===== src/design/logger_pkg.sv =====
// How it works
// - Samples are recorded while the recording-run and parameters-valid flags are set and, outside cycle recording, below the limit; not otherwise.
// - Hardware never clears the recording-run flag; only software does.
// - Limit-reached flag is high at the configured count or in cycle recording.
// - Store trigger rising edge starts a card copy only when store code is 16#5AA5.
// - Store code 16#5AA5 stores, 0 means storing done, others are invalid.
// - A 32-bit read-only record count increments by one per captured record.
// - Saving starts automatically when the limit-reached flag rises, if store code is 16#5AA5 and a card is present.
// - Card-present flag follows the filtered card detect pin.
// - Storing-busy flag is high exactly while a card transfer runs.
// - Card-error flag is set when a store fails or is refused (no card, or an invalid code on a trigger edge); only a clean store finish clears it.
// - Last card error code is readable; it reads as valid only with card-error set.
// - Parameters-valid flag is set once valid recording parameters are loaded.
// - Read-only items only report status; writable items accept writes.
package logger_pkg;

  // ****************************************
  // Register map
  // ****************************************
  localparam logic [7:0] ctrl_off = 8'h00;
  localparam logic [7:0] status_off = 8'h04;
  localparam logic [7:0] err_code_off = 8'h08;
  localparam logic [7:0] count_off = 8'h0c;
  localparam logic [7:0] store_code_off = 8'h10;
  localparam logic [7:0] limit_off = 8'h14;
  localparam logic [7:0] irq_stat_off = 8'h18;
  localparam logic [7:0] irq_mask_off = 8'h1c;

  // ****************************************
  // Field positions
  // ****************************************
  localparam int run_bit = 0;
  localparam int trig_bit = 1;
  localparam int cycle_bit = 2;
  localparam int present_bit = 0;
  localparam int busy_bit = 1;
  localparam int error_bit = 2;
  localparam int limit_bit = 3;
  localparam int params_bit = 4;
  localparam int ev_limit_bit = 0;
  localparam int ev_done_bit = 1;
  localparam int ev_error_bit = 2;

  // ****************************************
  // Codes and reset values
  // ****************************************
  localparam logic [15:0] store_default_code = 16'h5aa5;
  localparam logic [15:0] store_finished_code = 16'h0000;
  localparam logic [15:0] err_invalid_code = 16'h0001;
  localparam logic [15:0] err_no_card = 16'h0002;
  localparam logic [15:0] err_card_removed = 16'h0003;
  localparam logic [15:0] code_reset = 16'h0000;
  localparam logic [31:0] limit_reset = 32'h0000_0000;
  localparam logic [2:0] irq_reset = 3'h0;

  typedef struct packed {
    logic done;
    logic fail;
    logic [15:0] code;
  } card_resp_t;

  typedef enum logic {store_idle, store_busy} store_state_t;

endpackage : logger_pkg


===== src/design/sample_logger_control.sv =====
module sample_logger_control (
  input wire logic clock,
  input wire logic nrst,
  input wire logic [7:0] address,
  input wire logic read,
  input wire logic write,
  input wire logic [31:0] writedata,
  input wire logic [3:0] byteenable,
  output logic [31:0] readdata,
  output logic waitrequest,
  input wire logic sample_valid,
  input wire logic card_detect,
  input wire logger_pkg::card_resp_t card_resp,
  output logic card_store_req,
  output logic irq
);

  // ****************************************
  // Helpers
  // ****************************************
  function automatic logic [31:0] merge(input logic [31:0] old, input logic [31:0] wd,
                                        input logic [3:0] be);
    logic [31:0] r;
    r = old;
    for (int i = 0; i < 4; i++) begin
      if (be[i]) begin
        r[8*i +: 8] = wd[8*i +: 8];
      end
    end
    return r;
  endfunction : merge

  // ****************************************
  // Card detect filter
  // ****************************************
  logic det_s1_r, det_s2_r, det_s3_r, present_r, present_nxt;

  always_comb begin
    present_nxt = present_r;
    if (det_s2_r == det_s3_r) begin
      present_nxt = det_s3_r;
    end
  end

  always_ff @(posedge clock or negedge nrst) begin
    if (!nrst) begin
      det_s1_r <= 1'b0;
      det_s2_r <= 1'b0;
      det_s3_r <= 1'b0;
      present_r <= 1'b0;
    end else begin
      det_s1_r <= card_detect;
      det_s2_r <= det_s1_r;
      det_s3_r <= det_s2_r;
      present_r <= present_nxt;
    end
  end

  // ****************************************
  // Avalon slave handshake
  // ****************************************
  // Every access takes exactly one wait cycle so read data can come from a flop.
  logic ack_r, ack_nxt;
  logic [31:0] rdata_r, rdata_nxt;
  logic wr_fire;

  assign waitrequest = (read | write) & ~ack_r;
  assign wr_fire = write & ack_r;
  assign readdata = rdata_r;

  // ****************************************
  // Logger state
  // ****************************************
  logic run_r, run_nxt, trig_r, trig_nxt, cycle_r, cycle_nxt;
  logic trig_prev_r, limit_prev_r;
  logic params_r, params_nxt;
  logic [15:0] code_r, code_nxt, err_code_r, err_code_nxt;
  logic [31:0] limit_r, limit_nxt, count_r, count_nxt;
  logic [2:0] irq_stat_r, irq_stat_nxt, irq_mask_r, irq_mask_nxt, events;
  logic err_r, err_nxt;
  logger_pkg::store_state_t state_r, state_nxt;
  logic limit_flag, capture, trig_rise, lim_rise, code_ok;

  // In cycle recording the store space wraps, so capture never stops there.
  assign limit_flag = cycle_r | ((limit_r != 32'h0) && (count_r >= limit_r));
  assign capture = run_r & sample_valid & params_r & (cycle_r | ~limit_flag);
  assign trig_rise = trig_r & ~trig_prev_r;
  assign lim_rise = limit_flag & ~limit_prev_r;
  assign code_ok = (code_r == logger_pkg::store_default_code);
  assign card_store_req = (state_r == logger_pkg::store_busy);
  assign irq = |(irq_stat_r & irq_mask_r);

  always_comb begin
    logic [31:0] m;
    m = 32'h0;
    run_nxt = run_r;
    trig_nxt = trig_r;
    cycle_nxt = cycle_r;
    params_nxt = params_r;
    code_nxt = code_r;
    limit_nxt = limit_r;
    count_nxt = count_r;
    irq_mask_nxt = irq_mask_r;
    state_nxt = state_r;
    err_nxt = err_r;
    err_code_nxt = err_code_r;
    events = 3'h0;
    ack_nxt = (read | write) & ~ack_r;
    rdata_nxt = rdata_r;
    if (capture) begin
      count_nxt = count_r + 32'h1;
    end
    if (lim_rise) begin
      events[logger_pkg::ev_limit_bit] = 1'b1;
    end
    // Writes to status, error code and count fall through untouched.
    if (wr_fire) begin
      unique case (address)
        logger_pkg::ctrl_off: begin
          m = merge({29'h0, cycle_r, trig_r, run_r}, writedata, byteenable);
          run_nxt = m[logger_pkg::run_bit];
          trig_nxt = m[logger_pkg::trig_bit];
          cycle_nxt = m[logger_pkg::cycle_bit];
        end
        logger_pkg::store_code_off: begin
          m = merge({16'h0, code_r}, writedata, byteenable);
          code_nxt = m[15:0];
        end
        logger_pkg::limit_off: begin
          m = merge(limit_r, writedata, byteenable);
          limit_nxt = m;
          params_nxt = (m != 32'h0);
        end
        logger_pkg::irq_mask_off: begin
          m = merge({29'h0, irq_mask_r}, writedata, byteenable);
          irq_mask_nxt = m[2:0];
        end
        default: begin
          m = 32'h0;
        end
      endcase
    end
    unique case (state_r)
      logger_pkg::store_idle: begin
        if (trig_rise | lim_rise) begin
          if (code_ok && present_r) begin
            state_nxt = logger_pkg::store_busy;
          end else if (!code_ok && trig_rise) begin
            err_nxt = 1'b1;
            err_code_nxt = logger_pkg::err_invalid_code;
            events[logger_pkg::ev_error_bit] = 1'b1;
          end else if (code_ok) begin
            err_nxt = 1'b1;
            err_code_nxt = logger_pkg::err_no_card;
            events[logger_pkg::ev_error_bit] = 1'b1;
          end
        end
      end
      logger_pkg::store_busy: begin
        if (!present_r) begin
          state_nxt = logger_pkg::store_idle;
          err_nxt = 1'b1;
          err_code_nxt = logger_pkg::err_card_removed;
          events[logger_pkg::ev_error_bit] = 1'b1;
        end else if (card_resp.fail) begin
          state_nxt = logger_pkg::store_idle;
          err_nxt = 1'b1;
          err_code_nxt = card_resp.code;
          events[logger_pkg::ev_error_bit] = 1'b1;
        end else if (card_resp.done) begin
          state_nxt = logger_pkg::store_idle;
          err_nxt = 1'b0;
          // Hardware finish wins over a software write in the same cycle.
          code_nxt = logger_pkg::store_finished_code;
          events[logger_pkg::ev_done_bit] = 1'b1;
        end
      end
    endcase
    irq_stat_nxt = irq_stat_r | events;
    if (wr_fire && address == logger_pkg::irq_stat_off && byteenable[0]) begin
      irq_stat_nxt = (irq_stat_r & ~writedata[2:0]) | events;
    end
    if ((read | write) && !ack_r) begin
      unique case (address)
        logger_pkg::ctrl_off: rdata_nxt = {29'h0, cycle_r, trig_r, run_r};
        logger_pkg::status_off: rdata_nxt = {27'h0, params_r, limit_flag, err_r,
                                             card_store_req, present_r};
        logger_pkg::err_code_off: rdata_nxt = {16'h0, err_r ? err_code_r : 16'h0};
        logger_pkg::count_off: rdata_nxt = count_r;
        logger_pkg::store_code_off: rdata_nxt = {16'h0, code_r};
        logger_pkg::limit_off: rdata_nxt = limit_r;
        logger_pkg::irq_stat_off: rdata_nxt = {29'h0, irq_stat_r};
        logger_pkg::irq_mask_off: rdata_nxt = {29'h0, irq_mask_r};
        default: rdata_nxt = 32'h0;
      endcase
    end
  end

  always_ff @(posedge clock or negedge nrst) begin
    if (!nrst) begin
      ack_r <= 1'b0;
      rdata_r <= 32'h0;
      run_r <= 1'b0;
      trig_r <= 1'b0;
      cycle_r <= 1'b0;
      trig_prev_r <= 1'b0;
      limit_prev_r <= 1'b0;
      params_r <= 1'b0;
      code_r <= logger_pkg::code_reset;
      limit_r <= logger_pkg::limit_reset;
      count_r <= 32'h0;
      irq_stat_r <= logger_pkg::irq_reset;
      irq_mask_r <= logger_pkg::irq_reset;
      state_r <= logger_pkg::store_idle;
      err_r <= 1'b0;
      err_code_r <= logger_pkg::code_reset;
    end else begin
      ack_r <= ack_nxt;
      rdata_r <= rdata_nxt;
      run_r <= run_nxt;
      trig_r <= trig_nxt;
      cycle_r <= cycle_nxt;
      trig_prev_r <= trig_r;
      limit_prev_r <= limit_flag;
      params_r <= params_nxt;
      code_r <= code_nxt;
      limit_r <= limit_nxt;
      count_r <= count_nxt;
      irq_stat_r <= irq_stat_nxt;
      irq_mask_r <= irq_mask_nxt;
      state_r <= state_nxt;
      err_r <= err_nxt;
      err_code_r <= err_code_nxt;
    end
  end

  // ****************************************
  // Checks
  // ****************************************
  run_kept_a: assert property (@(posedge clock) disable iff (!nrst)
    $fell(run_r) |-> $past(wr_fire && address == logger_pkg::ctrl_off))
    else $error("run flag cleared without a software write");

  stopped_a: assert property (@(posedge clock) disable iff (!nrst)
    !run_r && sample_valid |=> $stable(count_r))
    else $error("record counted while not running");

  count_step_a: assert property (@(posedge clock) disable iff (!nrst)
    capture |=> count_r == $past(count_r) + 32'h1)
    else $error("record count did not step by one");

  limit_flag_a: assert property (@(posedge clock) disable iff (!nrst)
    !cycle_r && (limit_r != 32'h0) && (count_r >= limit_r) |-> limit_flag && !capture)
    else $error("limit reached but flag low or still capturing");

  trig_start_a: assert property (@(posedge clock) disable iff (!nrst)
    state_r == logger_pkg::store_idle && trig_rise && code_ok && present_r
    |=> card_store_req ##1 card_store_req || $past(card_resp.done || card_resp.fail))
    else $error("store trigger did not start a transfer");

  bad_code_a: assert property (@(posedge clock) disable iff (!nrst)
    state_r == logger_pkg::store_idle && trig_rise && !code_ok
    |=> !card_store_req && err_r && err_code_r == logger_pkg::err_invalid_code)
    else $error("invalid store code was not refused");

  done_code_a: assert property (@(posedge clock) disable iff (!nrst)
    card_store_req && present_r && !card_resp.fail && card_resp.done
    |=> !card_store_req && code_r == logger_pkg::store_finished_code)
    else $error("finished store did not clear code and busy");

  auto_start_a: assert property (@(posedge clock) disable iff (!nrst)
    state_r == logger_pkg::store_idle && lim_rise && code_ok && present_r |=> card_store_req)
    else $error("limit reached but saving did not start");

  fail_code_a: assert property (@(posedge clock) disable iff (!nrst)
    card_store_req && present_r && card_resp.fail
    |=> err_r && err_code_r == $past(card_resp.code) && !card_store_req)
    else $error("card failure not recorded");

  present_a: assert property (@(posedge clock) disable iff (!nrst)
    $changed(present_r) |-> $past(det_s2_r == det_s3_r) && present_r == $past(det_s3_r))
    else $error("card present changed without agreement");

  params_a: assert property (@(posedge clock) disable iff (!nrst)
    wr_fire && address == logger_pkg::limit_off && byteenable == 4'hf && writedata != 32'h0
    |=> params_r)
    else $error("parameters valid not set after load");

  ro_write_a: assert property (@(posedge clock) disable iff (!nrst)
    wr_fire && address == logger_pkg::count_off && !capture |=> $stable(count_r))
    else $error("write to record count changed it");

  busy_hold_a: assert property (@(posedge clock) disable iff (!nrst)
    card_store_req |=> card_store_req || $past(card_resp.done || card_resp.fail || !present_r))
    else $error("storing busy dropped without an ending event");

  no_start_a: assert property (@(posedge clock) disable iff (!nrst)
    !card_store_req && !trig_rise && !lim_rise |=> !card_store_req)
    else $error("store started without a trigger or limit edge");

  no_card_a: assert property (@(posedge clock) disable iff (!nrst)
    state_r == logger_pkg::store_idle && (trig_rise || lim_rise) && code_ok && !present_r
    |=> err_r && err_code_r == logger_pkg::err_no_card && !card_store_req)
    else $error("start without a card was not refused");

  card_removed_a: assert property (@(posedge clock) disable iff (!nrst)
    card_store_req && !present_r
    |=> err_r && err_code_r == logger_pkg::err_card_removed && !card_store_req)
    else $error("card removal during a store not reported");

  err_clear_a: assert property (@(posedge clock) disable iff (!nrst)
    card_store_req && present_r && !card_resp.fail && card_resp.done |=> !err_r)
    else $error("card error flag kept after a clean store");

  params_clear_a: assert property (@(posedge clock) disable iff (!nrst)
    wr_fire && address == logger_pkg::limit_off && byteenable == 4'hf && writedata == 32'h0
    |=> !params_r)
    else $error("parameters valid kept after a zero limit");

  code_write_a: assert property (@(posedge clock) disable iff (!nrst)
    wr_fire && address == logger_pkg::store_code_off && byteenable[1:0] == 2'h3
    && !card_store_req
    |=> code_r == $past(writedata[15:0]))
    else $error("store code write did not land");

  run_write_a: assert property (@(posedge clock) disable iff (!nrst)
    wr_fire && address == logger_pkg::ctrl_off && byteenable[0]
    |=> run_r == $past(writedata[logger_pkg::run_bit]))
    else $error("recording run flag write did not land");

  irq_set_a: assert property (@(posedge clock) disable iff (!nrst)
    (|events) |=> (irq_stat_r & $past(events)) == $past(events))
    else $error("event lost against a status clear");

  ro_status_a: assert property (@(posedge clock) disable iff (!nrst)
    wr_fire && address == logger_pkg::status_off |=> $stable(params_r) && $stable(limit_r))
    else $error("write to status changed logger state");

  err_hidden_a: assert property (@(posedge clock) disable iff (!nrst)
    (read || write) && !ack_r && address == logger_pkg::err_code_off && !err_r
    |=> readdata == 32'h0)
    else $error("error code shown while no error is set");

  count_hold_a: assert property (@(posedge clock) disable iff (!nrst)
    !capture |=> $stable(count_r))
    else $error("record count moved without a capture");

endmodule : sample_logger_control


===== config.mk =====
export PLATFORM = sky130hd
export DESIGN_NAME = sample_logger_control
export DESIGN_NICKNAME = d
export VERILOG_FILES = /design/src/design/logger_pkg.sv /design/src/design/sample_logger_control.sv
export SDC_FILE = /design/constraint.sdc
export NUM_CORES = 1
export LEC_CHECK = 0
export BUFFER_PORTS_ARGS = -buffer_cell sky130_fd_sc_hd__buf_4
export CELL_PAD_IN_SITES_DETAIL_PLACEMENT = 2
export CELL_PAD_IN_SITES_GLOBAL_PLACEMENT = 2
export CORE_ASPECT_RATIO = 1.4
export CORE_MARGIN = 1
export CORE_UTILIZATION = 30
export CTS_CLUSTER_SIZE = 14
export DETAILED_ROUTE_END_ITERATION = 6
export GPL_ROUTABILITY_DRIVEN = 0
export PLACE_DENSITY = 0.66
export SYNTH_ARGS = -nofsm -noshare
export SYNTH_HDL_FRONTEND = slang
export SYNTH_SLANG_ARGS = --single-unit
export TNS_END_PERCENT = 5

===== constraint.sdc =====
create_clock -name clock -period 3.1 [get_ports clock]
set_input_delay 0.465 -clock clock [delete_from_list [all_inputs] [get_ports clock]]
set_output_delay 0.465 -clock clock [all_outputs]
set_load 0.05 [all_outputs]

# --- After elaboration in Yosys (flattened, before gate mapping) ---
# Cells that the tools add are included.
# W data, S select, Z words.
word_totals:
  reg_bits: 147
  latchBits: 0
  ram_bits: 0
  romBits: 0
  in_bits: 68
  out_inout_bits: 35
  mem_count: 0
op_classes:
  add_sub_neg: 1
  mul: 0
  div_mod_pow: 0
  n_lt_le_gt_ge: 1
  eq_ne: 14
  shifts: 0
  muxes: 56
  bitwise: 21
  reduce_logical: 17
ops:
  columns: ["cell", "n"]
  rows:
  - ["$pmux W32 S8", 1]
  - ["$mux W16", 13]
  - ["$mux W8", 14]
  - ["$reduce_bool A32 Y1", 2]
  - ["$add A32 B1 Y32 const B", 1]
  - ["$eq A8 B5 Y1 const B", 4]
  - ["$ge A32 B32 Y1", 1]
  - ["$pmux W16 S2", 1]
  - ["$mux W1", 23]
  - ["$eq A16 B15 Y1 const B", 1]
  - ["$eq A8 B4 Y1 const B", 2]
  - ["$eq A8 B3 Y1 const B", 1]
  - ["$logic_not A8 Y1", 1]
  - ["$reduce_and A4 Y1", 2]
  - ["$and A1 B1 Y1", 7]
  - ["$and A3 B3 Y3", 2]
  - ["$logic_and A1 B1 Y1", 6]
  - ["$ne A3 B3 Y1 const B", 2]
  - ["$or A3 B3 Y3", 2]
  - ["$pmux W1 S2", 3]
  - ["$reduce_and A3 Y1", 2]
  - ["$not A1 Y1", 5]
  - ["$ne A2 B2 Y1 const B", 2]
  - ["$ne A4 B4 Y1 const B", 1]
  - ["7 further kinds", 11]

# --- Depth between registers and ports, before layout ---
depth:
  ltp_word: 9
  ltp_mapped: 10

# --- Least setup slack after synthesis ---
# OpenSTA, ideal clock, no wires.
synth_timing:
  kind: "reg-to-reg"
  start: "reg count_r[15]"
  end: "reg err_code_r[10]"
  arrival_ns: 2.561
  t_required_ns: 2.979
  path_slack_ns: 0.418
  path_stages_with_launch: 10
  period_less_slack_ns: 2.682
  path_cell_list: "dfrtp_1 ha_1 nand2_1 nor4_2 or4b_1 a311oi_2 nor3_1 a22o_1 buf_6 a22o_1"
synth_via:
  elab_chain_len: 7
synth_rtl:
  columns: ["element", "line", "source"]
  rows:
  - ["from (decl)", "sample_logger_control.sv:78", "logic [31:0] limit_r, limit_nxt, count_r, count_nxt;"]
  - ["from (signal assigned)", "sample_logger_control.sv:228", "count_r <= count_nxt;"]
  - ["$ge A32 B32 Y1", "sample_logger_control.sv:85", "assign limit_flag = cycle_r | ((limit_r != 32'h0) && (count_r >= limit_r));"]
  - ["$logic_and A1 B1 Y1", "sample_logger_control.sv:85", null]
  - ["$or A1 B1 Y1", "sample_logger_control.sv:85", null]
  - ["$and A1 B1 Y1", "sample_logger_control.sv:88", "assign lim_rise = limit_flag & ~limit_prev_r;"]
  - ["$or A1 B1 Y1", "sample_logger_control.sv:145", "if (trig_rise | lim_rise) begin"]
  - ["$ne A2 B2 Y1 (no line)", null, null]
  - ["$reduce_and A4 Y1 (no line)", null, null]
  - ["to (signal assigned)", "sample_logger_control.sv:216", "err_code_r <= logger_pkg::code_reset;"]
  - ["to (signal assigned)", "sample_logger_control.sv:233", "err_code_r <= err_code_nxt;"]
  - ["to (decl)", "sample_logger_control.sv:77", "logic [15:0] code_r, code_nxt, err_code_r, err_code_nxt;"]
# Every way passes these cells.
# A chain may end at the register's enable or synchronous reset.

# --- Worst setup path after layout ---
layout_timing:
  start: "reg count_r[9]"
  end: "reg err_code_r[10]"
# The elaborated chain is that of the path after synthesis.

==> reports/results.ini <==
[timing]
timing.max_slew.rel_slack_pct=46.6
finalSetupTns_ns=0
layout_setup_ws_ns=0.0533
maxSlewViolCount=0
hold_slack_ns=0.0666
grt_setup_unrepaired=true
clock-skew-final_ns=0.00964
period_minus_slack_ns=3.05
fin_crit_sh_pct=98.3
maxClockFrequency_mhz=328
tightest_slew_ns=0.801
setup_violations=0
timing_hold_violations_final=0

[drt]
drc_violations_left=0
drt-pass1-iter-count=6
drt_wl_total_um=28400
post_drt_via_cell_ratio=5.45
wire_per_inst_um=23.1
drt_iter0_markers=313
via_count=6699
ant_nets=0

[cells_and_area]
n_antenna_cell=0
area_growth_syn_to_layout_pct=27.8
final_net_count=1002
final_design_area_no_fill_um2=9790
sequential_cell_area_um2=3680
total_area_of_multi_input_combinational_cells_um2=3720
n_fill_cell=2697
post_route_cells_drive_above_1_share_pct=27.4

[status]
run_status=finished clean

[logic_synthesis]
synthFlopType=sky130_fd_sc_hd__dfrtp_1
post-synth-top-area-fraction_pct=48.0
synth-warning-count=0
syn-cell-area_um2=7660
syn-num-nets=852
post-synth-top-area-cell=sky130_fd_sc_hd__dfrtp_1
synth.most_common_cell=sky130_fd_sc_hd__dfrtp_1
synthCells=751
synth.cells.most_frequent=sky130_fd_sc_hd__dfrtp_1, sky130_fd_sc_hd__nand2_1, sky130_fd_sc_hd__inv_1
postSynthRegisterBits=147
ys_types=53
synth.avg_cell_area_um2=10.2
ys_seq_area_share_pct=48.0
postSynth.asyncResetShare_pct=100
ys_top_cells_by_area=sky130_fd_sc_hd__dfrtp_1, sky130_fd_sc_hd__mux2_2, sky130_fd_sc_hd__ha_1
number_of_enable_flip_flop_cells_after_synthesis=0

[worst_setup_path]
cp.arrival_ns=3.38
crit_path_end_kind=flip-flop
setup.worst_path.class=reg -> reg
critical_path.startpoint_type=flip-flop
worstReg2RegEnd=err_code_r[10]
cp_slowest_cell=sky130_fd_sc_hd__or4b_4
largest_incremental_delay_on_the_critical_path_ns=0.49
worst_reg2reg_setup_slack_ns=0.05
worst_path_dominant_cell_family=simple AND/OR/NAND/NOR gates
worstPathRequired_ns=3.43
rr_worst_depth=9
worst_r2r_startpoint=count_r[9]
crit_fanout=5
worstPathCellList=ha_1 > nand2_1 > nor4_4 > buf_4 > or4b_4 > a311oi_4 > nor3_2 > a22o_2 > a22o_1
critical_path_buffers_and_inverters=1

[die]
pin_count=103
initial_utilization_pct=30.8
fp.dieArea_um2=26200
die_width_um=137
placement_rows=68
floorplan.die.height_um=191
floorplan.core_area_um2=24800

[grt]
grt.overflow.total=0
grt_max_degree=80
grt_first_pass_wirelength_um=44400
met3_grt_util_pct=3.29
grt_pass1_vias=7535
antenna_found_initial=0
grt_use_met2_pct=42.2
grt_busiest_layer=met2
grt_util_met1_pct=25.4
grt_use_total_pct=23.1

[flow_run]
max-cap-violations=0

[pwr]
power.density_nw_per_um2=458
power_leakage_nw=4.70
max-vdd-ir-drop_uv=372

[cts]
clk_transition_reported_paths_ns=0.07
cts-buffers-inserted=17
max-clock-path-buffers=2
cts.root.buffer_cell=sky130_fd_sc_hd__clkbuf_16
clock_tree.htree_level_count=4
cts-hold-fix-buffers=0
cts_tree=done
clock_sinks=147
worst_skew_pair.late_latency_ns=0.44

[place]
dpl-instance-area_um2=9150
detailed_place_hpwl_um=22200
place_worst_setup_slack_ns=-0.147
numPortBuffers=102

[hold_path]
type_of_the_tightest_min_delay_check=in -> async

metal layers:
layer	vias to the layer above	share of wire (%)
met4	0	4.6
met1	3447	38
li1	3047	-
met2	146	55
met3	59	2.5
met5	-	0
layout make-up:
type	count	share of cell area, %
flip-flops and latches	147	37.6
multi-input cells	525	38.0
well taps	315	4.03
clock inverters	15	1.61
repair buffers	163	12.7
clock buffers	17	4.35
inverters	47	1.80
per-stage QoR:
stage	std cells	utilization, %	total power [mW]
detailed placement	1195	36.8	2.41
finish	1229	39.4	4.48
CTS	1227	39.3	4.53
global route	1229	39.4	4.64
global placement	1195	36.8	2.40
floorplan	751	-	2.15
power by group:
group	leakage [nW]	switching [mW]	internal, mW
sequential	2.02	0.0323	1.94
combinational	2.40	0.258	0.147
clock	0.282	0.961	1.14
cells by family (layout without fill, tap and decap cells):
logic type | count (synthesis) | after routing | synth area share (%)
adder cells (fa/ha/maj) | 34 | 34 | 5.52
AO/OA/AOI/OAI | 150 | 151 | 13.5
buffers and inverters | 80 | 242 | 4.12
flip-flops | 147 | 147 | 48.0
multiplexers | 60 | 60 | 8.49
AND/OR/NAND/NOR | 249 | 249 | 16.8
XOR/XNOR | 31 | 31 | 3.54
worst max-delay path by stage:
stage,to,slack (ns),cells past startpoint,from
final,err_code_r[10],0.05,9,count_r[9]
after CTS,count_r[8],0.003,11,limit_r[15]
after floorplan,err_code_r[10],0.42,9,count_r[15]
after global routing,err_code_r[15],-0.02,10,limit_r[12]
after global placement,err_code_r[15],-0.02,10,limit_r[15]
after detailed placement,err_code_r[15],-0.15,10,limit_r[15]
placed cells by master, fill, tap and decap left out, types with 3 or more instances in the layout:
cell type	instances
sky130_fd_sc_hd__a31oi_1	3
sky130_fd_sc_hd__nand3_1	17
sky130_fd_sc_hd__xnor2_1	31
sky130_fd_sc_hd__a22oi_1	19
sky130_fd_sc_hd__nor3_1	12
sky130_fd_sc_hd__mux2i_1	20
sky130_fd_sc_hd__a21o_1	15
sky130_fd_sc_hd__and3_1	26
sky130_fd_sc_hd__buf_4	161
sky130_fd_sc_hd__o21ai_0	26
sky130_fd_sc_hd__o21ai_1	4
sky130_fd_sc_hd__inv_6	7
sky130_fd_sc_hd__a222oi_1	17
sky130_fd_sc_hd__nand2_1	81
sky130_fd_sc_hd__nor2_1	34
sky130_fd_sc_hd__and2_1	4
sky130_fd_sc_hd__dfrtp_1	147
sky130_fd_sc_hd__and4_1	4
sky130_fd_sc_hd__mux2_2	40
sky130_fd_sc_hd__ha_1	33
sky130_fd_sc_hd__inv_8	3
sky130_fd_sc_hd__nor4_1	16
sky130_fd_sc_hd__inv_1	45
sky130_fd_sc_hd__nor2b_1	3
sky130_fd_sc_hd__a21oi_1	36
sky130_fd_sc_hd__clkbuf_16	17
sky130_fd_sc_hd__o211ai_1	8
sky130_fd_sc_hd__a22o_1	9
sky130_fd_sc_hd__nand4_1	30
sky130_fd_sc_hd__nor3b_1	4
state kept, by name, summed over array words and instances (netlist names), 3 cells and up:
| register | count |
|---|---|
| limit_r | 32 |
| irq_stat_r | 3 |
| irq_mask_r | 3 |
| code_r | 16 |
| readdata | 32 |
| count_r | 32 |
| err_code_r | 16 |
repair_timing:
action	in CTS	in global routing
resized for setup	3	5
setup endpoints to repair	12	34
pin swaps	1	3
setup buffers	0	1
cloned	0	1
No activity file was read; power rests on OpenSTA's default activity.
